## config.mk

```make
export PLATFORM = sky130hd
export DESIGN_NAME = fsp_cmd_core
export DESIGN_NICKNAME = d
export VERILOG_FILES = /design/src/common/fsp_pkg.sv /design/src/common/fsp_pin_if.sv /design/src/rtl/fsp_pin_sync.sv /design/src/rtl/fsp_cmd_core.sv
export SDC_FILE = /design/constraint.sdc
export NUM_CORES = 1
export LEC_CHECK = 0
export ABC_CLOCK_PERIOD_IN_PS = 4700
export BUFFER_PORTS_ARGS = -buffer_cell sky130_fd_sc_hd__buf_2
export CORE_ASPECT_RATIO = 1.5
export CORE_MARGIN = 1.5
export CORE_UTILIZATION = 45
export CTS_CLUSTER_DIAMETER = 120
export DETAILED_ROUTE_END_ITERATION = 7
export GPL_TIMING_DRIVEN = 0
export PLACE_DENSITY_LB_ADDON = 0.1
export SYNTH_ARGS = -nofsm -noshare
export SYNTH_HDL_FRONTEND = slang
export SYNTH_SLANG_ARGS = --single-unit
```

## constraint.sdc

```tcl
create_clock -name clk_in -period 4.7 [get_ports clk_in]
set_input_delay 0.235 -clock clk_in [delete_from_list [all_inputs] [get_ports clk_in]]
set_output_delay 0.235 -clock clk_in [all_outputs]
set_load 0.03 [all_outputs]
```

## src/common/fsp_pkg.sv

```systemverilog
// constants shared by the suspend / power-down / id command block
// assumes a single 25 MHz system clock; times are converted to cycles here
package fsp_pkg;

   // system clock period
   localparam int CLK_PERIOD_NS = 40;

   // times in ns; every time rounds down to whole cycles, with a minimum of one
   localparam int T_SUSPEND_LATENCY_NS = 20000;
   localparam int T_POWER_DOWN_ENTRY_NS = 3000;
   localparam int T_RELEASE_PLAIN_NS = 3000;
   localparam int T_RELEASE_WITH_ID_NS = 1800;
   localparam int T_RESUME_BUSY_NS = 200;

   localparam int SUS_CYC = (T_SUSPEND_LATENCY_NS / CLK_PERIOD_NS < 1) ? 1 :
                            T_SUSPEND_LATENCY_NS / CLK_PERIOD_NS;
   localparam int PD_CYC = (T_POWER_DOWN_ENTRY_NS / CLK_PERIOD_NS < 1) ? 1 :
                           T_POWER_DOWN_ENTRY_NS / CLK_PERIOD_NS;
   localparam int RES1_CYC = (T_RELEASE_PLAIN_NS / CLK_PERIOD_NS < 1) ? 1 :
                             T_RELEASE_PLAIN_NS / CLK_PERIOD_NS;
   localparam int RES2_CYC = (T_RELEASE_WITH_ID_NS / CLK_PERIOD_NS < 1) ? 1 :
                             T_RELEASE_WITH_ID_NS / CLK_PERIOD_NS;
   localparam int RESUME_CYC = (T_RESUME_BUSY_NS / CLK_PERIOD_NS < 1) ? 1 :
                               T_RESUME_BUSY_NS / CLK_PERIOD_NS;

   // opcodes
   localparam logic [7:0] OP_WRSR = 8'h01;
   localparam logic [7:0] OP_PP = 8'h02;
   localparam logic [7:0] OP_QPP = 8'h32;
   localparam logic [7:0] OP_SECPP = 8'h42;
   localparam logic [7:0] OP_SE = 8'h20;
   localparam logic [7:0] OP_BE32 = 8'h52;
   localparam logic [7:0] OP_BE64 = 8'hD8;
   localparam logic [7:0] OP_CE_A = 8'hC7;
   localparam logic [7:0] OP_CE_B = 8'h60;
   localparam logic [7:0] OP_SECE = 8'h44;
   localparam logic [7:0] OP_SUSPEND = 8'h75;
   localparam logic [7:0] OP_RESUME = 8'h7A;
   localparam logic [7:0] OP_PDOWN = 8'hB9;
   localparam logic [7:0] OP_RELEASE = 8'hAB;
   localparam logic [7:0] OP_ID = 8'h90;
   localparam logic [7:0] OP_ID_DUAL = 8'h92;

   // frame lengths in serial clock rises
   localparam logic [7:0] LEN_OPC = 8'h08;
   localparam logic [7:0] LEN_WRSR_A = 8'h10;
   localparam logic [7:0] LEN_WRSR_B = 8'h18;
   localparam logic [7:0] LEN_ADDR = 8'h20;
   localparam logic [7:0] LEN_PP_MIN = 8'h28;
   localparam logic [7:0] LEN_QPP_MIN = 8'h22;
   localparam logic [7:0] LEN_DUAL_HDR = 8'h18;
   localparam logic [7:0] DUAL_ADDR_LAST = 8'h13;

   // identity defaults; values are arbitrary
   localparam logic [7:0] MAKER_CODE_DEF = 8'hA5;
   localparam logic [7:0] PART_CODE_DEF = 8'h3C;

   // erase opcodes, including the security-register erase
   function automatic logic is_erase(input logic [7:0] op);
      return op == OP_SE || op == OP_BE32 || op == OP_BE64 ||
             op == OP_CE_A || op == OP_CE_B || op == OP_SECE;
   endfunction

   // program opcodes
   function automatic logic is_prog(input logic [7:0] op);
      return op == OP_PP || op == OP_QPP || op == OP_SECPP;
   endfunction

endpackage

```

## src/common/fsp_pin_if.sv

```systemverilog
// carrier between the pin synchroniser and the command core
// all signals are on clk_in; events are one-cycle pulses
`timescale 1ns/1ps
interface fsp_pin_if;
   logic sclk_rise;
   logic sclk_fall;
   logic cs_act;
   logic cs_fall;
   logic cs_rise;
   logic d0;
   logic d1;
   modport sync (output sclk_rise, sclk_fall, cs_act, cs_fall, cs_rise, d0, d1);
   modport core (input sclk_rise, sclk_fall, cs_act, cs_fall, cs_rise, d0, d1);
endinterface

```

## src/rtl/fsp_pin_sync.sv

```systemverilog
// three-stage synchroniser and edge finder for the serial pins
// assumes the pins are asynchronous to clk_in and slower than clk_in / 6
`timescale 1ns/1ps
module fsp_pin_sync (
   input wire logic clk_in,
   input wire logic sys_rst_in,
   input wire logic spi_clk_in,
   input wire logic spi_cs_n_in,
   input wire logic io0_in,
   input wire logic io1_in,
   fsp_pin_if.sync pins
);

   // bit 0 serial clock, 1 chip select, 2 io0, 3 io1
   typedef struct packed {
      logic [3:0] s1;
      logic [3:0] s2;
      logic [3:0] s3;
      logic [3:0] st;
      logic sclk_rise;
      logic sclk_fall;
      logic cs_fall;
      logic cs_rise;
   } fsp_sync_s;

   fsp_sync_s q_r;
   fsp_sync_s q_nxt;

   // a level counts only once stages two and three agree
   always_comb begin
      q_nxt = q_r;
      q_nxt.s1 = {io1_in, io0_in, spi_cs_n_in, spi_clk_in};
      q_nxt.s2 = q_r.s1;
      q_nxt.s3 = q_r.s2;
      for (int i = 0; i < 4; i++) begin
         if (q_r.s2[i] == q_r.s3[i]) begin
            q_nxt.st[i] = q_r.s3[i];
         end
      end
      q_nxt.sclk_rise = !q_r.st[0] && q_nxt.st[0];
      q_nxt.sclk_fall = q_r.st[0] && !q_nxt.st[0];
      q_nxt.cs_fall = q_r.st[1] && !q_nxt.st[1];
      q_nxt.cs_rise = !q_r.st[1] && q_nxt.st[1];
   end

   // chip select resets high so no frame is seen at start
   always_ff @(posedge clk_in or posedge sys_rst_in) begin
      if (sys_rst_in) begin
         q_r <= '{s1: 4'h2, s2: 4'h2, s3: 4'h2, st: 4'h2, default: '0};
      end else begin
         q_r <= q_nxt;
      end
   end

   assign pins.sclk_rise = q_r.sclk_rise;
   assign pins.sclk_fall = q_r.sclk_fall;
   assign pins.cs_act = !q_r.st[1];
   assign pins.cs_fall = q_r.cs_fall;
   assign pins.cs_rise = q_r.cs_rise;
   assign pins.d0 = q_r.st[2];
   assign pins.d1 = q_r.st[3];

endmodule

```

## src/rtl/fsp_cmd_core.sv

```systemverilog
// suspend / resume, deep power-down and id-read command handling
// Contract
// (RULE1) opcode 75h pauses erase or page program; the code never pauses a security-register erase (44h)
// (RULE2) erase paused: refuse status write and erases
// (RULE3) suspend ignored during whole-chip erase
// (RULE4) program paused: refuse status write and programs
// (RULE5) suspend taken only if not suspended, busy
// (RULE6) suspend sets flag now, busy clears later
// (RULE7) host waits suspend latency after resume
// (RULE8) power-up clears suspend state; resume ignored
// (RULE9) resume taken when suspended, idle; busy soon
// (RULE10) power-down entered within entry time after select
// (RULE11) power-down only if select rises after bit 8
// (RULE12) powered down: only release opcode decoded
// (RULE13) power-up starts in normal operation
// (RULE14) plain release: other opcodes after plain time
// (RULE15) release with dummies streams part code
// (RULE16) release with id: normal after id time
// (RULE17) release opcode ignored while busy
// (RULE18) opcode 90h streams maker then part code
// (RULE19) opcode 92h: dual address, dual alternating codes
// (RULE20) host sends mode bits Fxh for dual id
// (RULE21) ignored opcodes keep outputs off; select ends
// assumes the array engine runs on clk_in and pulses op_done_in when finished
`timescale 1ns/1ps
module fsp_cmd_core
   import fsp_pkg::*;
#(
   parameter logic [7:0] MAKER_CODE = MAKER_CODE_DEF, // value is arbitrary
   parameter logic [7:0] PART_CODE = PART_CODE_DEF // value is arbitrary
) (
   input wire logic clk_in,
   input wire logic sys_rst_in,
   input wire logic spi_clk_in,
   input wire logic spi_cs_n_in,
   input wire logic io0_in,
   input wire logic io1_in,
   input wire logic op_done_in,
   output logic io0_out,
   output logic io0_oe_out,
   output logic io1_out,
   output logic io1_oe_out,
   output logic cmd_start_out,
   output logic [7:0] cmd_code_out,
   output logic pause_out,
   output logic resume_out,
   output logic busy_out,
   output logic suspend_flag_out,
   output logic power_down_out
);

   typedef struct packed {
      logic [7:0] cnt;
      logic [7:0] opc;
      logic [7:0] sh;
      logic [15:0] osr;
      logic [7:0] out_start;
      logic dual;
      logic busy;
      logic suspend_flag;
      logic pd;
      logic [7:0] op_kind;
      logic [7:0] paused_kind;
      logic [9:0] sus_cnt;
      logic [9:0] pd_cnt;
      logic [9:0] rel_cnt;
      logic start;
      logic [7:0] start_code;
      logic pause;
      logic resume;
      logic io0_o;
      logic io0_oe;
      logic io1_o;
      logic io1_oe;
   } fsp_core_s;

   fsp_core_s q_r;
   fsp_core_s q_nxt;
   fsp_pin_if pins ();

   fsp_pin_sync u_sync (
      .clk_in(clk_in),
      .sys_rst_in(sys_rst_in),
      .spi_clk_in(spi_clk_in),
      .spi_cs_n_in(spi_cs_n_in),
      .io0_in(io0_in),
      .io1_in(io1_in),
      .pins(pins.sync)
   );

   // decides whether an opcode may be decoded in the present state
   function automatic logic cmd_ok(input logic [7:0] op, input fsp_core_s s);
      logic r;
      r = 1'b1;
      if (s.rel_cnt != 10'h000) begin
         r = 1'b0; // RULE14 RULE16
      end else if (s.pd) begin
         r = (op == OP_RELEASE) && !s.busy; // RULE12 RULE17
      end else if (op == OP_RELEASE) begin
         r = !s.busy; // RULE17
      end else if (s.busy) begin
         r = (op == OP_SUSPEND) || (op == OP_RESUME);
      end else if (s.suspend_flag && is_erase(s.paused_kind) && (op == OP_WRSR || is_erase(op))) begin
         r = 1'b0; // RULE2
      end else if (s.suspend_flag && is_prog(s.paused_kind) && (op == OP_WRSR || is_prog(op))) begin
         r = 1'b0; // RULE4
      end
      return r;
   endfunction

   // frame length check before a write-type opcode is launched
   function automatic logic len_ok(input logic [7:0] op, input logic [7:0] c);
      logic r;
      r = 1'b0;
      if (op == OP_CE_A || op == OP_CE_B) begin
         r = (c == LEN_OPC);
      end else if (op == OP_SE || op == OP_BE32 || op == OP_BE64 || op == OP_SECE) begin
         r = (c == LEN_ADDR);
      end else if (op == OP_PP || op == OP_SECPP) begin
         r = (c >= LEN_PP_MIN);
      end else if (op == OP_QPP) begin
         r = (c >= LEN_QPP_MIN);
      end else if (op == OP_WRSR) begin
         r = (c == LEN_WRSR_A) || (c == LEN_WRSR_B);
      end
      return r;
   endfunction

   logic [7:0] opc_now;
   logic frame_end_ok;
   logic acc_susp;
   logic acc_res;
   logic acc_pd;
   logic acc_start;
   logic acc_rel;

   // one-byte commands count only when select rises right after bit 8
   always_comb begin
      opc_now = {q_r.sh[6:0], pins.d0};
      frame_end_ok = pins.cs_rise && cmd_ok(q_r.opc, q_r);
      acc_susp = frame_end_ok && q_r.opc == OP_SUSPEND && q_r.cnt == LEN_OPC && // RULE1
                 !q_r.suspend_flag && q_r.busy && // RULE5
                 (q_r.op_kind == OP_SE || q_r.op_kind == OP_BE32 || // RULE3
                  q_r.op_kind == OP_BE64 || is_prog(q_r.op_kind));
      acc_res = frame_end_ok && q_r.opc == OP_RESUME && q_r.cnt == LEN_OPC &&
                q_r.suspend_flag && !q_r.busy; // RULE9
      acc_pd = frame_end_ok && q_r.opc == OP_PDOWN && q_r.cnt == LEN_OPC && // RULE11
               !q_r.busy;
      acc_start = frame_end_ok && !q_r.busy && len_ok(q_r.opc, q_r.cnt);
      acc_rel = frame_end_ok && q_r.opc == OP_RELEASE && q_r.pd &&
                (q_r.cnt == LEN_OPC || q_r.cnt >= LEN_ADDR);
   end

   // next state: frame capture, output shifting, command execution, timers
   always_comb begin
      q_nxt = q_r;
      q_nxt.start = 1'b0;
      q_nxt.resume = 1'b0;
      if (pins.cs_fall) begin
         q_nxt.cnt = 8'h00;
         q_nxt.out_start = 8'h00;
      end
      // input bits taken on serial clock rises
      if (pins.cs_act && pins.sclk_rise) begin
         q_nxt.cnt = (q_r.cnt == 8'hFF) ? q_r.cnt : q_r.cnt + 8'h01;
         q_nxt.sh = (q_r.dual && q_r.cnt >= LEN_OPC) ? {q_r.sh[5:0], pins.d1, pins.d0} : opc_now;
         if (q_r.cnt == 8'h07) begin
            q_nxt.opc = opc_now;
            q_nxt.dual = 1'b0;
            if (cmd_ok(opc_now, q_r)) begin // RULE21
               unique case (opc_now)
                  OP_ID: begin
                     q_nxt.out_start = LEN_ADDR; // RULE18
                     q_nxt.osr = {MAKER_CODE, PART_CODE};
                  end
                  OP_ID_DUAL: begin
                     q_nxt.out_start = LEN_DUAL_HDR; // RULE19 RULE20
                     q_nxt.dual = 1'b1;
                     q_nxt.osr = {MAKER_CODE, PART_CODE};
                  end
                  OP_RELEASE: begin
                     q_nxt.out_start = LEN_ADDR; // RULE15
                     q_nxt.osr = {PART_CODE, PART_CODE};
                  end
                  default: q_nxt.out_start = 8'h00;
               endcase
            end
         end
         // odd address starts with the part code
         if (q_r.opc == OP_ID && q_r.cnt == 8'h1F && pins.d0) begin
            q_nxt.osr = {PART_CODE, MAKER_CODE};
         end
         if (q_r.opc == OP_ID_DUAL && q_r.cnt == DUAL_ADDR_LAST && pins.d0) begin
            q_nxt.osr = {PART_CODE, MAKER_CODE};
         end
      end
      // output on falling edges, msb first; rotation repeats the codes
      if (pins.cs_act && pins.sclk_fall && q_r.out_start != 8'h00 &&
          q_r.cnt >= q_r.out_start) begin
         q_nxt.io1_o = q_r.osr[15];
         q_nxt.io1_oe = 1'b1;
         if (q_r.dual) begin
            q_nxt.io0_o = q_r.osr[14]; // RULE19
            q_nxt.io0_oe = 1'b1;
            q_nxt.osr = {q_r.osr[13:0], q_r.osr[15:14]};
         end else begin
            q_nxt.osr = {q_r.osr[14:0], q_r.osr[15]}; // RULE15 RULE18
         end
      end
      // select high ends every frame and releases the data pins
      if (pins.cs_rise) begin
         q_nxt.out_start = 8'h00; // RULE21
         q_nxt.io0_oe = 1'b0;
         q_nxt.io1_oe = 1'b0;
         q_nxt.dual = 1'b0;
      end
      // array engine finishing clears busy unless a pause is draining
      if (op_done_in && q_r.busy && q_r.sus_cnt == 10'h000) begin
         q_nxt.busy = 1'b0;
      end
      if (q_r.sus_cnt != 10'h000) begin
         q_nxt.sus_cnt = q_r.sus_cnt - 10'h001;
         if (q_r.sus_cnt == 10'h001) begin
            q_nxt.busy = 1'b0; // RULE6
         end
      end
      if (acc_susp) begin
         q_nxt.suspend_flag = 1'b1; // RULE6
         q_nxt.paused_kind = q_r.op_kind;
         q_nxt.pause = 1'b1;
         q_nxt.sus_cnt = 10'(SUS_CYC);
      end
      // busy returns on the next cycle, well inside the resume bound
      if (acc_res) begin
         q_nxt.suspend_flag = 1'b0; // RULE9
         q_nxt.busy = 1'b1;
         q_nxt.op_kind = q_r.paused_kind;
         q_nxt.pause = 1'b0;
         q_nxt.resume = 1'b1;
      end
      if (acc_start) begin
         q_nxt.busy = 1'b1;
         q_nxt.op_kind = q_r.opc;
         q_nxt.start = 1'b1;
         q_nxt.start_code = q_r.opc;
      end
      // power-down entry delayed by the entry time
      if (acc_pd) begin
         q_nxt.pd_cnt = 10'(PD_CYC); // RULE10
      end
      if (q_r.pd_cnt != 10'h000) begin
         q_nxt.pd_cnt = q_r.pd_cnt - 10'h001;
         if (q_r.pd_cnt == 10'h001) begin
            q_nxt.pd = 1'b1; // RULE10
         end
      end
      // release: decoding held off for the matching recovery time
      if (acc_rel) begin
         q_nxt.pd = 1'b0;
         q_nxt.pd_cnt = 10'h000;
         q_nxt.rel_cnt = (q_r.cnt == LEN_OPC) ? 10'(RES1_CYC) : 10'(RES2_CYC); // RULE14 RULE16
      end else if (q_r.rel_cnt != 10'h000) begin
         q_nxt.rel_cnt = q_r.rel_cnt - 10'h001;
      end
   end

   // power-up: not suspended, not powered down, nothing paused
   always_ff @(posedge clk_in or posedge sys_rst_in) begin
      if (sys_rst_in) begin
         q_r <= '0; // RULE8 RULE13
      end else begin
         q_r <= q_nxt;
      end
   end

   assign io0_out = q_r.io0_o;
   assign io0_oe_out = q_r.io0_oe;
   assign io1_out = q_r.io1_o;
   assign io1_oe_out = q_r.io1_oe;
   assign cmd_start_out = q_r.start;
   assign cmd_code_out = q_r.start_code;
   assign pause_out = q_r.pause;
   assign resume_out = q_r.resume;
   assign busy_out = q_r.busy;
   assign suspend_flag_out = q_r.suspend_flag;
   assign power_down_out = q_r.pd;

   // bounds for the timing checks
   localparam int SUS_BOUND = SUS_CYC;
   localparam int PD_BOUND = PD_CYC;
   localparam int RESUME_BOUND = RESUME_CYC;
endmodule

```

Word-level counts from Yosys, hierarchy flattened
Index checks and enable logic that the tools add are counted.
{"block": "word_totals", "register_bits": 133, "inputBits": 7}
{"block": "classes", "addsub": 4, "magnitude_cmp": 5, "n_eq_ne": 61, "n_mux": 62, "n_reduce_logical": 114}
{"op": "$eq 8x7->1 const B", "n": 18}
{"op": "$eq 8x8->1 const B", "n": 15}
{"op": "$eq 8x6->1 const B", "n": 9}
{"op": "$mux 10", "n": 7}
{"op": "$mux 16", "n": 4}
{"op": "$mux 8", "n": 7}
{"op": "$mux 25", "n": 2}
{"op": "$mux 49", "n": 1}
{"op": "$logic_and 1x1->1", "n": 41}
{"op": "$logic_or 1x1->1", "n": 37}
{"op": "$mux 1", "n": 33}
{"op": "$eq 8x2->1 const B", "n": 4}
{"op": "$eq 8x5->1 const B", "n": 4}
{"op": "$pmux 16 s2", "n": 1}
{"op": "$reduce_bool 10->1", "n": 3}
{"op": "$sub 10x1->10 const B", "n": 3}
{"op": "$ge 8x6->1 const B", "n": 3}
{"op": "$reduce_bool 2->1", "n": 12}
{"op": "$eq 10x1->1 const B", "n": 2}
{"op": "$mux 9", "n": 2}
{"op": "$eq 8x1->1 const B", "n": 2}
{"op": "$pmux 6 s2", "n": 1}
{"op": "$reduce_and 2->1", "n": 6}
{"op": "$logic_not 10->1", "n": 1}
{"op": "other kinds (17)", "n": 28}

Longest topological paths before layout
Gate-level depths: netlist (run 1).
{"block": "depth", "word_depth": 22, "depth_mapped": 10, "mapped_depth_nobuf": 9}

By module
A second synthesis (run 1) with hierarchy kept.
{"block": "hier_totals", "hier_cells": 681, "hier_area_um2": 6881.6}
{"module": "fsp_cmd_core", "n_inst": 1, "cells_per_inst": 651, "area_per_inst_um2": 6289.8, "seq_area_each_um2": 2777.7}
{"module": "fsp_pin_sync", "n_inst": 1, "cells_per_inst": 30, "area_per_inst_um2": 591.8, "seq_area_each_um2": 505.5}

Worst setup path after synthesis (run 1)
Ideal clock, no wire load.
{"block": "synth_timing", "path_type": "reg-to-reg", "startpoint": "register q_r[15] (netlist bit)", "endpoint": "register q_r[53] (netlist bit)", "setup_time_ns": 0.131, "t_arrival_ns": 2.247, "required_ns": 4.569, "slack_ns": 2.322, "path_stages_with_launch": 10, "cell_sequence": "dfrtp_1 -> inv_1 -> ha_1 -> nor2b_1 -> nand4_1 -> or4b_4 -> buf_2 -> nor3_1 -> a31o_2 -> o21ai_0"}
{"block": "synth_between", "elab_chain_cells": 8, "elab_cells_between_ends": 11, "classes_between": "2 x mux; 9 x reduce/logical"}
{"element": "start: declaration", "line_no": "fsp_cmd_core.sv:77", "source": "fsp_core_s q_r;"}
{"element": "start signal: assignment", "line_no": "fsp_cmd_core.sv:272", "source": "q_r <= q_nxt;"}
{"element": "$reduce_bool 10->1 *", "line_no": "fsp_cmd_core.sv:95", "source": "if (s.rel_cnt != 10'h000) begin"}
{"element": "$mux 1 *", "line_no": "fsp_cmd_core.sv:95"}
{"element": "$logic_and 1x1->1 *", "line_no": "fsp_cmd_core.sv:140", "source": "frame_end_ok = pins.cs_rise && cmd_ok(q_r.opc, q_r);"}
{"element": "$logic_and 1x1->1 (3 in series)", "line_no": "fsp_cmd_core.sv:145", "source": "acc_res = frame_end_ok && q_r.opc == OP_RESUME && q_r.cnt == LEN_OPC &&"}
{"element": "$logic_and 1x1->1", "line_no": "fsp_cmd_core.sv:146", "source": "q_r.suspend_flag && !q_r.busy;"}
{"element": "$reduce_bool 2->1 (no line)"}
Mark *: on every way between the ends. The rest lies on a longest branch, timed or not.
A chain may end at the register's enable or synchronous reset.

==> results.md, run 1 <==
- GR Overflow Total: 0
- Leakage power: around 3.7 nW
- First-pass GRT wire length: between 20000 and 30000 um
- Layout cells sized above 1: roughly a fifth
- Slowest cell on the critical path: nor3_1
- Final ANT Viol Nets: 0
- Die Height: between 150 and 200 um
- Non-Filler Instances: approximately 970
- Root cell of the clock tree: clkbuf_16
- Antenna cells: 0
- Max Cap Violations: 0
- Area of the multi-input gates: 0.00350 mm^2
- Final hold slack: approximately 0.35 ns
- Ys async rst share: 100%
- Die width: around 110 um
- First-pass iteration count of the detailed router: 4
- PnR worst setup slack: between 1 and 1.5 ns
- CTS Buf Count: 17
- Crit. End Element: flip-flop
- All-Layer GR Usage: ~22%
- Final min period: ~3.3 ns
- Max Root-Sink Buffers: 2
- Slew Limit Fails: 0
- Run status: completed
- Commonest non-fill, non-tap cell in the layout: dfrtp_1
- Seq cells post-synth: about 130
- Count of input and output buffers: 24
- Hpwl dp: roughly 12000 um
- Drc violations: 0
- Avg WL per Cell: between 15 and 20 um
- Beginning of the worst register-to-register path: q_r[16]$_DFFE_PP0P_
- VDD IR max: ~0.23 mV
- Post-Route WL: 17500 um
- Family with the most delay on the worst path: simple AND/OR/NAND/NOR gates
- Critical Path Max Stage Delay: 1.02 ns
- CTS tree: yes
- Via count: around 5600
- Fin nets: between 700 and 800
- Synth unique cells: between 90 and 100
- Clk_lat worst skew: around 0.42 ns
- Signal arrival time at the worst endpoint: approximately 3.6 ns
- Most frequent cells in the layout: dfrtp_1, nor2_1, nand2_1
- Synth warn: 0
- Fmax: slightly above 0.3 GHz
- Clock transition at path regs: roughly 0.060 ns
- Sink Count: between 100 and 150
- Synth Flop Type: dfrtp_1
- Synth Cell Area: 0.00721 mm^2
- Worst path cell trace: inv_1 -> ha_1 -> nor2b_1 -> nand3_1 -> nor3_1 -> nand2_1 -> a211oi_4 -> mux2i_1
- Cell count after placement: 928
- Crit Path Class: reg -> reg
- Synth Instances: 700
- EDFF count, synth: 0
- Crit path launch: q_r[16]$_DFFE_PP0P_
- Critical Path RT: between 5 and 6 ns
- Fillers: between 1000 and 1500
- Initial antenna violation count: 0
- Core box area: ~0.016 mm^2
- Largest net degree at the start of global routing: 74
- Global placement routability congestion: ~0.86
- Io pins: 25
- CP startpoint kind: flip-flop
- Hold Violations, Final: 0
- Clock skew: 0.00675 ns
- Worst hold path class: reg -> reg
- Post-cts sizing count: 0
- Vias per inst: between 5 and 6
- Slew Limit Headroom: 12.4%
- Final worst-path cycle share: between 60% and 70%
- Number of global-route vias before repair: roughly 5600
- Syn Area/Cell: ~10 um^2
- RSZ-0062 raised after global routing: false
- Pwr/cell area: 328 mW/mm^2
- Syn nets: 722
- Slew @ Worst Pin: approximately 1.3 ns
- Area growth syn-to-layout: 14.2%
- Fin Setup TNS: 0 ns
- Row cnt: 56
- WP buf/inv: 1
- Post-layout power: ~2.7 mW
- Die Area: around 0.017 mm^2
- H-tree depth: 4
- Post-synthesis sequential area ratio: between 40% and 50%
- CP Max Fanout: 8
- Starting DRT DRC Count: about 270
- Starting Density: roughly 46%
- Hold Startpoint: u_sync.q_nxt[15]$_DFF_PP0_
- Final setup fails: 0
- Post-Place Worst Slack: roughly 1.5 ns
- Sequential cell area: about 0.0033 mm^2
cell usage after synthesis, drive strengths merged, types with 3 or more instances:
| master | n | share of area, % |
|---|---|---|
| o311ai | 3 | 0.36 |
| o21a | 3 | 0.31 |
| or2 | 5 | 0.43 |
| a31oi | 3 | 0.26 |
| maj3 | 3 | 0.42 |
| o2111ai | 5 | 0.61 |
| nor4bb | 5 | 0.69 |
| nand4 | 5 | 0.43 |
| and3b | 5 | 0.61 |
| a41oi | 9 | 1.1 |
| xor2 | 9 | 1.1 |
| nand2 | 47 | 2.5 |
| nor2b | 9 | 0.78 |
| nand4b | 4 | 0.49 |
| nand3b | 7 | 0.73 |
| mux2 | 29 | 4.5 |
| nor4b | 5 | 0.61 |
| or3 | 14 | 1.3 |
| o31ai | 5 | 0.59 |
| nor4 | 18 | 2.1 |
| o41ai | 4 | 0.85 |
| buf | 26 | 2.5 |
| or4 | 7 | 0.83 |
| dfrtp | 127 | 44 |
| o211ai | 4 | 0.42 |
| inv | 45 | 2.3 |
| nand3 | 12 | 1.1 |
| o21ai | 33 | 2.3 |
| clkbuf | 20 | 1.0 |
| a21o | 3 | 0.42 |
| a211oi | 9 | 1.2 |
| ha | 15 | 2.6 |
| nand2b | 17 | 1.5 |
| mux2i | 21 | 2.9 |
| nor3 | 22 | 1.7 |
| xnor2 | 16 | 1.9 |
| and3 | 6 | 0.52 |
| a32o | 4 | 0.56 |
| nor3b | 10 | 1.2 |
| nor2 | 50 | 2.6 |
| a21oi | 12 | 0.89 |
| o311a | 3 | 0.42 |
| dfstp | 4 | 1.5 |
| a32oi | 3 | 0.36 |
power by group:
| group | internal [mW] | switching [mW] | total (mW) |
|---|---|---|---|
| Combinational | 0.0863 | 0.140 | 0.226 |
| Clock | 0.779 | 0.498 | 1.28 |
| Sequential | 1.16 | 0.0328 | 1.19 |
| Total | 2.03 | 0.671 | 2.70 |
logic make-up after synthesis:
kind of cell / share of synthesized area [%]
AO/OA/AOI/OAI: 13.8
multiplexers: 7.45
XOR/XNOR: 3.04
flip-flops: 45.6
AND/OR/NAND/NOR: 21.3
buffers and inverters: 5.89
adder cells (fa/ha/maj): 3.02
flip-flops by register name (all words and copies together) (netlist names), 6 cells and up:
signal and cells:
cmd_code_out 8, opc_now 7, q_r 87, u_sync.q_nxt 8
u_sync.q_r 6
repair_timing:
item                      4_1_cts  5_1_grt
hold buffers                    5        0
hold endpoints to repair       62        0
setup buffers                   0        0
worst register-to-register path, delay by kind of cell, from the launching register on:
family / cells / cell delay, ns
and+or+nand+nor: 4 / 1.72
AOI/OAI and AO/OA: 1 / 0.51
DFF: 1 / 0.38
adders and majority gates: 1 / 0.24
muxes: 1 / 0.24
buffers and inverters: 1 / 0.10
metrics by stage:
stage	instance area (um^2)	util (%)
after floorplan	7210	-
after global placement	7580	48.5
after detailed placement	7610	48.7
after CTS	8230	52.7
after global routing	8230	52.7
final	8230	52.7
layer usage:
layer / part of all wire, % / vias up / wire, um / GRT usage [%]
met5: 0 / - / 0 / 0
met4: 3.5 / 0 / 604 / 10.5
met3: 3.7 / 31 / 647 / 4.03
met2: 53 / 133 / 9220 / 40.0
met1: 40 / 2766 / 6990 / 24.9
li1: - / 2643 / - / -
cell type report:
cell class              count  area share [%]
multi-input cells         478            42.5
flip-flops and latches    131            39.9
clock buffers              23            5.93
plain buffers              46            3.10
well taps                 203            3.09
repair buffers             30            2.40
inverters                  45            2.11
clock inverters             9           0.958
final timing paths:
check | to | slack [ns] | cells after the start
max | q_r[70]$_DFF_PP0_ | 1.43 | 8
min | u_sync.q_nxt[11]$_DFF_PP0_ | 0.35 | 0
max reg2reg | q_r[70]$_DFF_PP0_ | 1.43 | 8
min reg2reg | u_sync.q_nxt[11]$_DFF_PP0_ | 0.35 | 0
max in group asynchronous | u_sync.q_r[9]$_DFF_PP1_ | 3.49 | 4
min in group asynchronous | cmd_code_out[3]$_DFFE_PP0P_ | 0.43 | 3
Note: power is estimated with default switching activity, not from simulation.
==> run 2, diff against run 1 <==
ABC_CLOCK_PERIOD_IN_PS = 2770   (was 4700)
clock period = 2.77 ns   (was 4.7 ns; I/O delays follow)
==> run 2 against run 1 <==
Sequential power increased by 70%. Register-to-register slack got worse by 1.3 ns. Cell count increased by 0.52%. Sequential share of layout area decreased by 0.73 points. Clock power increased by 88%. Routed wire length increased by 0.18%. First-iteration DRC count increased by 17%. Power increased by 79%. Critical path type unchanged. Largest power group unchanged.
==> results.md, run 2 (same netlist as run 1, synthesis figures left out) <==
- Run status: completed
- Layout cells sized above 1: 19.7% (+1.1 points)
- Antenna cells: 0 (unchanged)
- Family with the most delay on the worst path: compound AO/OA/AOI/OAI gates
- Post-Route WL: 17500 um (+0.18%)
- Avg WL per Cell: 18.0 um (-0.34%)
- All-Layer GR Usage: 21.9% (-0.18 points)
- Number of global-route vias before repair: 5593 (-0.53%)
- Starting Density: 46.1% (unchanged)
- Fmax: 0.376 GHz (+23%)
- CTS tree: yes
- Die width: 106 um (unchanged)
- GR Overflow Total: 0 (unchanged)
- Clock skew: 0.00986 ns (+0.00311 ns)
- Largest net degree at the start of global routing: 43 (-42%)
- Sequential cell fraction of total power: 42.0% (-2.3 points)
- Crit. End Element: flip-flop
- Slew Limit Fails: 0 (unchanged)
- Clk_lat worst skew: 0.42 ns (about the same)
- CP Max Fanout: 10 (+2)
- Vias per inst: 5.80 (+0.50%)
- Max FFs per register: 87 (unchanged)
- Critical Path RT: 3.07 ns (-1.97 ns)
- CTS Buf Count: 17 (unchanged)
- Io pins: 25 (unchanged)
- Comb pwr share: 8.0% (-0.4 points)
- Max Cap Violations: 0 (unchanged)
- Crit Path Class: reg -> reg
- PnR worst setup slack: 0.108 ns (-1.32 ns)
- Final core utilization: 53.7% (+0.98 points)
- Slew Limit Headroom: 44.9% (+33 points)
- Cell count after placement: 930 (+0.22%)
- Max Root-Sink Buffers: 2 (unchanged)
- Most frequent cells in the layout: dfrtp_1, nor2_1, nand2_1
- Worst path cell trace: nor3b_1 -> o2111ai_1 -> a2111o_1 -> and3_1 -> buf_4 -> nand3_4 -> inv_2 -> mux2_1
- Drc violations: 0 (unchanged)
- Final setup fails: 0 (unchanged)
- Pwr/cell area: 575 mW/mm^2 (+76%)
- Die Area: 0.0168 mm^2 (unchanged)
- Pint: 3.66 mW (+80%)
- Critical Path Max Stage Delay: 0.55 ns (-0.47 ns)
- Signal arrival time at the worst endpoint: 2.96 ns (-0.65 ns)
- First-pass GRT wire length: 28600 um (-0.26%)
- Worst hold path class: in -> async
- Hpwl dp: 12500 um (+0.68%)
- Core box area: 0.0156 mm^2 (unchanged)
- Final hold slack: 0.246 ns (-0.107 ns)
- Final ANT Viol Nets: 0 (unchanged)
- Slew @ Worst Pin: 0.822 ns (-0.483 ns)
- Clock transition at path regs: 0.06 ns (about the same)
- H-tree depth: 4 (unchanged)
- First-pass iteration count of the detailed router: 5 (+1)
- VDD IR max: 0.403 mV (+74%)
- Starting DRT DRC Count: 321 (+17%)
- NetSw: 1.17 mW (+74%)
- Area growth syn-to-layout: 16.3%
- WP buf/inv: 2 (+1)
- Post-Place Worst Slack: -0.362 ns (-1.86 ns)
- Switch share: 24.2% (-0.63 points)
- Leakage power: 3.80 nW (+1.8%)
- Initial antenna violation count: 0 (unchanged)
- Count of input and output buffers: 24 (unchanged)
- Sink Count: 131 (unchanged)
- Slowest cell on the critical path: dfrtp_1
- Reg with most FFs: q_r
- Fin nets: 776 (+0.65%)
- Commonest non-fill, non-tap cell in the layout: dfrtp_1
- Via count: 5630 (+1.0%)
- Final worst-path cycle share: 96.1% (+27 points)
- Hold Violations, Final: 0 (unchanged)
- Die Height: 158 um (unchanged)
- Global placement routability congestion: 0.872 (+1.1%)
- Row cnt: 56 (unchanged)
- Final min period: 2.66 ns (-0.608 ns)
- CP startpoint kind: flip-flop
- Clk pwr share: 50.0% (+2.6 points)
- Non-Filler Instances: 970 (+0.52%)
- Post-layout power: 4.82 mW (+79%)
- Root cell of the clock tree: clkbuf_16
## run 2: changes by cell type in the layout (fill, tap and decap cells not counted), sizes merged
cell	change
clkbuf	-3
bufinv	+3
clkinvlp	+1
buf	+5
clkinv	-1
## run 2: cell type report
| type | instances | area [um^2] |
|---|---|---|
| buffer | 46 | 255 |
| clock buffer | 20 | 447 |
| clock inverter | 12 | 180 |
| fill | 1383 | 7240 |
| inverter | 45 | 173 |
| multi-input combinational | 478 | 3540 |
| sequential | 131 | 3280 |
| tap | 203 | 254 |
| timing repair buffer | 35 | 253 |
## run 2: through the flow
| stage | area, um^2 | TNS (ns) |
|---|---|---|
| finish | 8380 | 0 |
| global route | 8380 | -0.00430 |
| CTS | 8350 | 0 |
| detailed placement | 7640 | -2.98 |
| global placement | 7580 | -2.88 |
| floorplan | 7210 | 0 |
## run 2: worst reg2reg max path, cell delays in order (launching register included)
cell and delay, ns:
dfrtp_1 0.55, nor3b_1 0.31, o2111ai_1 0.32, a2111o_1 0.48, and3_1 0.19, buf_4 0.17, nand3_4 0.11, inv_2 0.09
mux2_1 0.32
## run 2: power by group through the flow
stage / registers, mW / clock network [mW] / logic, mW
after floorplan: 2.04 / 0 / 0.279
after CTS: 2.02 / 2.46 / 0.388
after global placement: 2.06 / 0 / 0.362
after global routing: 2.03 / 2.54 / 0.431
after detailed placement: 2.06 / 0 / 0.381
final: 2.02 / 2.41 / 0.387
## run 2: final timing paths
| check | start | to | slack [ns] | depth (start not counted) |
|---|---|---|---|---|
| max | suspend_flag_out$_DFFE_PP0P_ | cmd_code_out[7]$_DFFE_PP0P_ | 0.11 | 8 |
| min | sys_rst_in | q_r[56]$_DFFE_PP0P_ | 0.25 | 3 |
| max reg2reg | suspend_flag_out$_DFFE_PP0P_ | cmd_code_out[7]$_DFFE_PP0P_ | 0.11 | 8 |
| min reg2reg | u_sync.q_nxt[15]$_DFF_PP0_ | u_sync.q_nxt[11]$_DFF_PP0_ | 0.36 | 0 |
| max in group asynchronous | sys_rst_in | u_sync.pins.sclk_fall$_DFF_PP0_ | 1.73 | 5 |
| min in group clk_in | u_sync.q_nxt[15]$_DFF_PP0_ | u_sync.q_nxt[11]$_DFF_PP0_ | 0.36 | 0 |
## run 2: timing repair
action / 4_1_cts / 5_1_grt
endpoints found under the hold margin: 16 / 0
setup buffers: 2 / 1
hold buffers: 5 / 0
setup endpoints to repair: 25 / 27
resized for setup: 4 / 4
pin swaps: 1 / 0
## run 2: routing by layer
layer | vias to the layer above | global-route usage, % | wire length (um)
met1 | 2795 | 25.6 | 7060
met3 | 41 | 2.80 | 676
met5 | - | 0 | 0
met2 | 143 | 38.7 | 9020
li1 | 2651 | - | -
met4 | 0 | 12.0 | 733
==> run 3, diff against run 2 <==
PLACE_DENSITY_LB_ADDON = 0.15   (was 0.1)
RECOVER_POWER = 25   (was not set)
==> run 3 against run 2 <==
Die area did not move. First-iteration DRC count is 1.9% lower. Worst setup slack worse by 0.0046 ns. Cell count grew 0.10%. Register-to-register slack hardly changed. Maximum frequency down 0.17%. Power is 0.58% higher. Non-clock buffer count up 1. Clock power about the same. Count of clock-buffer cells in the layout up 3. Clock skew down 0.00094 ns. Critical path type unchanged. Largest power group unchanged.
==> results.md, run 3 (same netlist as run 1, synthesis figures left out) <==
- Row cnt: 56 (unchanged)
- Clock transition at path regs: 0.06 ns (about the same)
- H-tree depth: 4 (unchanged)
- Number of global-route vias before repair: 5769 (+3.1%)
- CP Max Fanout: 10 (unchanged)
- Pwr/cell area: 577 mW/mm^2 (+0.35%)
- Slew @ Worst Pin: 0.976 ns (+0.154 ns)
- Via count: 5656 (+0.46%)
- Post-Place Worst Slack: -0.346 ns (+0.0166 ns)
- Most frequent cells in the layout: dfrtp_1, nor2_1, nand2_1
- Fillers: 1394 (+0.80%)
- Reg with most FFs: q_r
- Family with the most delay on the worst path: simple AND/OR/NAND/NOR gates
- Post-Route WL: 17900 um (+2.1%)
- VDD IR max: 0.405 mV (+0.36%)
- PnR worst setup slack: 0.103 ns (-0.00457 ns)
- Critical Path Max Stage Delay: 0.49 ns (-0.06 ns)
- Clk_lat worst skew: 0.43 ns (about the same)
- Count of input and output buffers: 24 (unchanged)
- Max Cap Violations: 0 (unchanged)
- Final setup fails: 0 (unchanged)
- First-pass iteration count of the detailed router: 6 (+1)
- Largest net degree at the start of global routing: 42 (-2.3%)
- Crit. End Element: flip-flop
- Final ANT Viol Nets: 0 (unchanged)
- Final worst-path cycle share: 96.3% (+0.17 points)
- CTS tree: yes
- Signal arrival time at the worst endpoint: 2.97 ns (about the same)
- Slew Limit Fails: 0 (unchanged)
- Io pins: 25 (unchanged)
- Most frequent CP cell: nor4_4
- Core box area: 0.0156 mm^2 (unchanged)
- Slew Limit Headroom: 34.6% (-10 points)
- Design Area, Final: 0.00840 mm^2 (+0.22%)
- Run status: completed
- Placement Cell Area: 0.00764 mm^2 (unchanged)
- Critical Path RT: 3.08 ns (about the same)
- Fmax: 0.375 GHz (-0.17%)
- Hold Violations, Final: 0 (unchanged)
- Area of the multi-input gates: 0.00356 mm^2 (+0.46%)
- Clock skew: 0.00892 ns (-0.000941 ns)
- Sink Count: 131 (unchanged)
- Die width: 106 um (unchanged)
- Root cell of the clock tree: clkbuf_16
- Post-layout power: 4.85 mW (+0.58%)
- WP buf/inv: 2 (unchanged)
- Worst hold path class: in -> reg
- Drc violations: 0 (unchanged)
- Slowest cell on the critical path: or3_1
- Max FFs per register: 87 (unchanged)
- Die Area: 0.0168 mm^2 (unchanged)
- Avg WL per Cell: 18.4 um (+2.0%)
- Crit Path Class: reg -> reg
- Starting Density: 46.1% (unchanged)
- Initial antenna violation count: 0 (unchanged)
- Final min period: 2.67 ns (+0.00457 ns)
- Starting DRT DRC Count: 315 (-1.9%)
- Final core utilization: 53.8% (+0.12 points)
- Worst path cell trace: clkbuf_2 -> nor4_4 -> nand3_2 -> or3_1 -> nor4_4 -> buf_4 -> mux2_2
- CTS Buf Count: 17 (unchanged)
- Global placement routability congestion: 0.881 (+1.1%)
- GR Overflow Total: 0 (unchanged)
- Layout cells sized above 1: 20.1% (+0.36 points)
- All-Layer GR Usage: 22.5% (+0.63 points)
- Antenna cells: 0 (unchanged)
- CP startpoint kind: flip-flop
- Max Root-Sink Buffers: 2 (unchanged)
- Fin nets: 777 (+0.13%)
- Area growth syn-to-layout: 16.6%
- Vias per inst: 5.82 (+0.36%)
- Sequential cell area: 0.00328 mm^2 (unchanged)
- First-pass GRT wire length: 29500 um (+2.8%)
- Commonest non-fill, non-tap cell in the layout: dfrtp_1
- Hpwl dp: 12800 um (+2.3%)
- Die Height: 158 um (unchanged)
- Leakage power: 3.82 nW (+0.52%)
## run 3: cell types whose count changed in the layout (fill, tap and decap cells not counted), sizes merged
cell / change
inv: -1
clkinv: -2
buf: -1
clkbuf: +5
## run 3: stage by stage
step	TNS (ns)	hold WS [ns]	std cells
floorplan	0	0.143	700
global placement	-2.23	0.246	927
detailed placement	-3.14	0.208	930
CTS	0	0.272	969
global route	-0.0145	0.337	971
finish	0	0.299	971
## run 3: timing repair
action,in CTS,in global routing
setup endpoints to repair,32,47
hold endpoints to repair,24,0
hold buffers,5,0
resized for setup,2,11
pin swaps,1,1
buffers inserted,2,2
## run 3: report_power, final
part	switching (mW)	internal, mW
clock network	0.838	1.60
registers	0.0577	1.97
logic	0.235	0.157
total	1.13	3.72
## run 3: tightest hold or removal path: stages
cell and delay (ns):
buf_2 0.10, mux2i_1 0.13, o21ai_0 0.19, nand3_1 0.13
## run 3: final cells by class
cell class | instances | area share [%]
buffer | 46 | 3.05
clock buffer | 23 | 5.81
clock inverter | 9 | 1.79
inverter | 45 | 2.03
multi-input combinational | 478 | 42.3
sequential | 131 | 39.1
tap | 203 | 3.02
timing repair buffer | 36 | 2.92
## run 3: metal layers
metal  vias to the layer above  routed length (um)  track usage [%]  share of wire [%]
met5                         -                   0                0                  0
met4                         0                 542             11.5                3.0
met3                        33                 394             3.09                2.2
met2                       100                9460             40.8                 53
met1                      2869                7470             25.7                 42
li1                       2654                   -                -                  -
## run 3: final timing paths
path / startpoint / endpoint / slack, ns / depth (start not counted)
max: q_r[107]$_DFFE_PP0P_ / q_r[52]$_DFFE_PP0P_ / 0.10 / 7
min: op_done_in / busy_out$_DFF_PP0_ / 0.30 / 4
max reg2reg: q_r[107]$_DFFE_PP0P_ / q_r[52]$_DFFE_PP0P_ / 0.10 / 7
min reg2reg: u_sync.q_nxt[12]$_DFF_PP0_ / u_sync.q_nxt[8]$_DFF_PP0_ / 0.35 / 0
max in group asynchronous: sys_rst_in / u_sync.q_nxt[9]$_DFF_PP1_ / 0.79 / 5
min in group asynchronous: sys_rst_in / q_r[56]$_DFFE_PP0P_ / 0.41 / 3
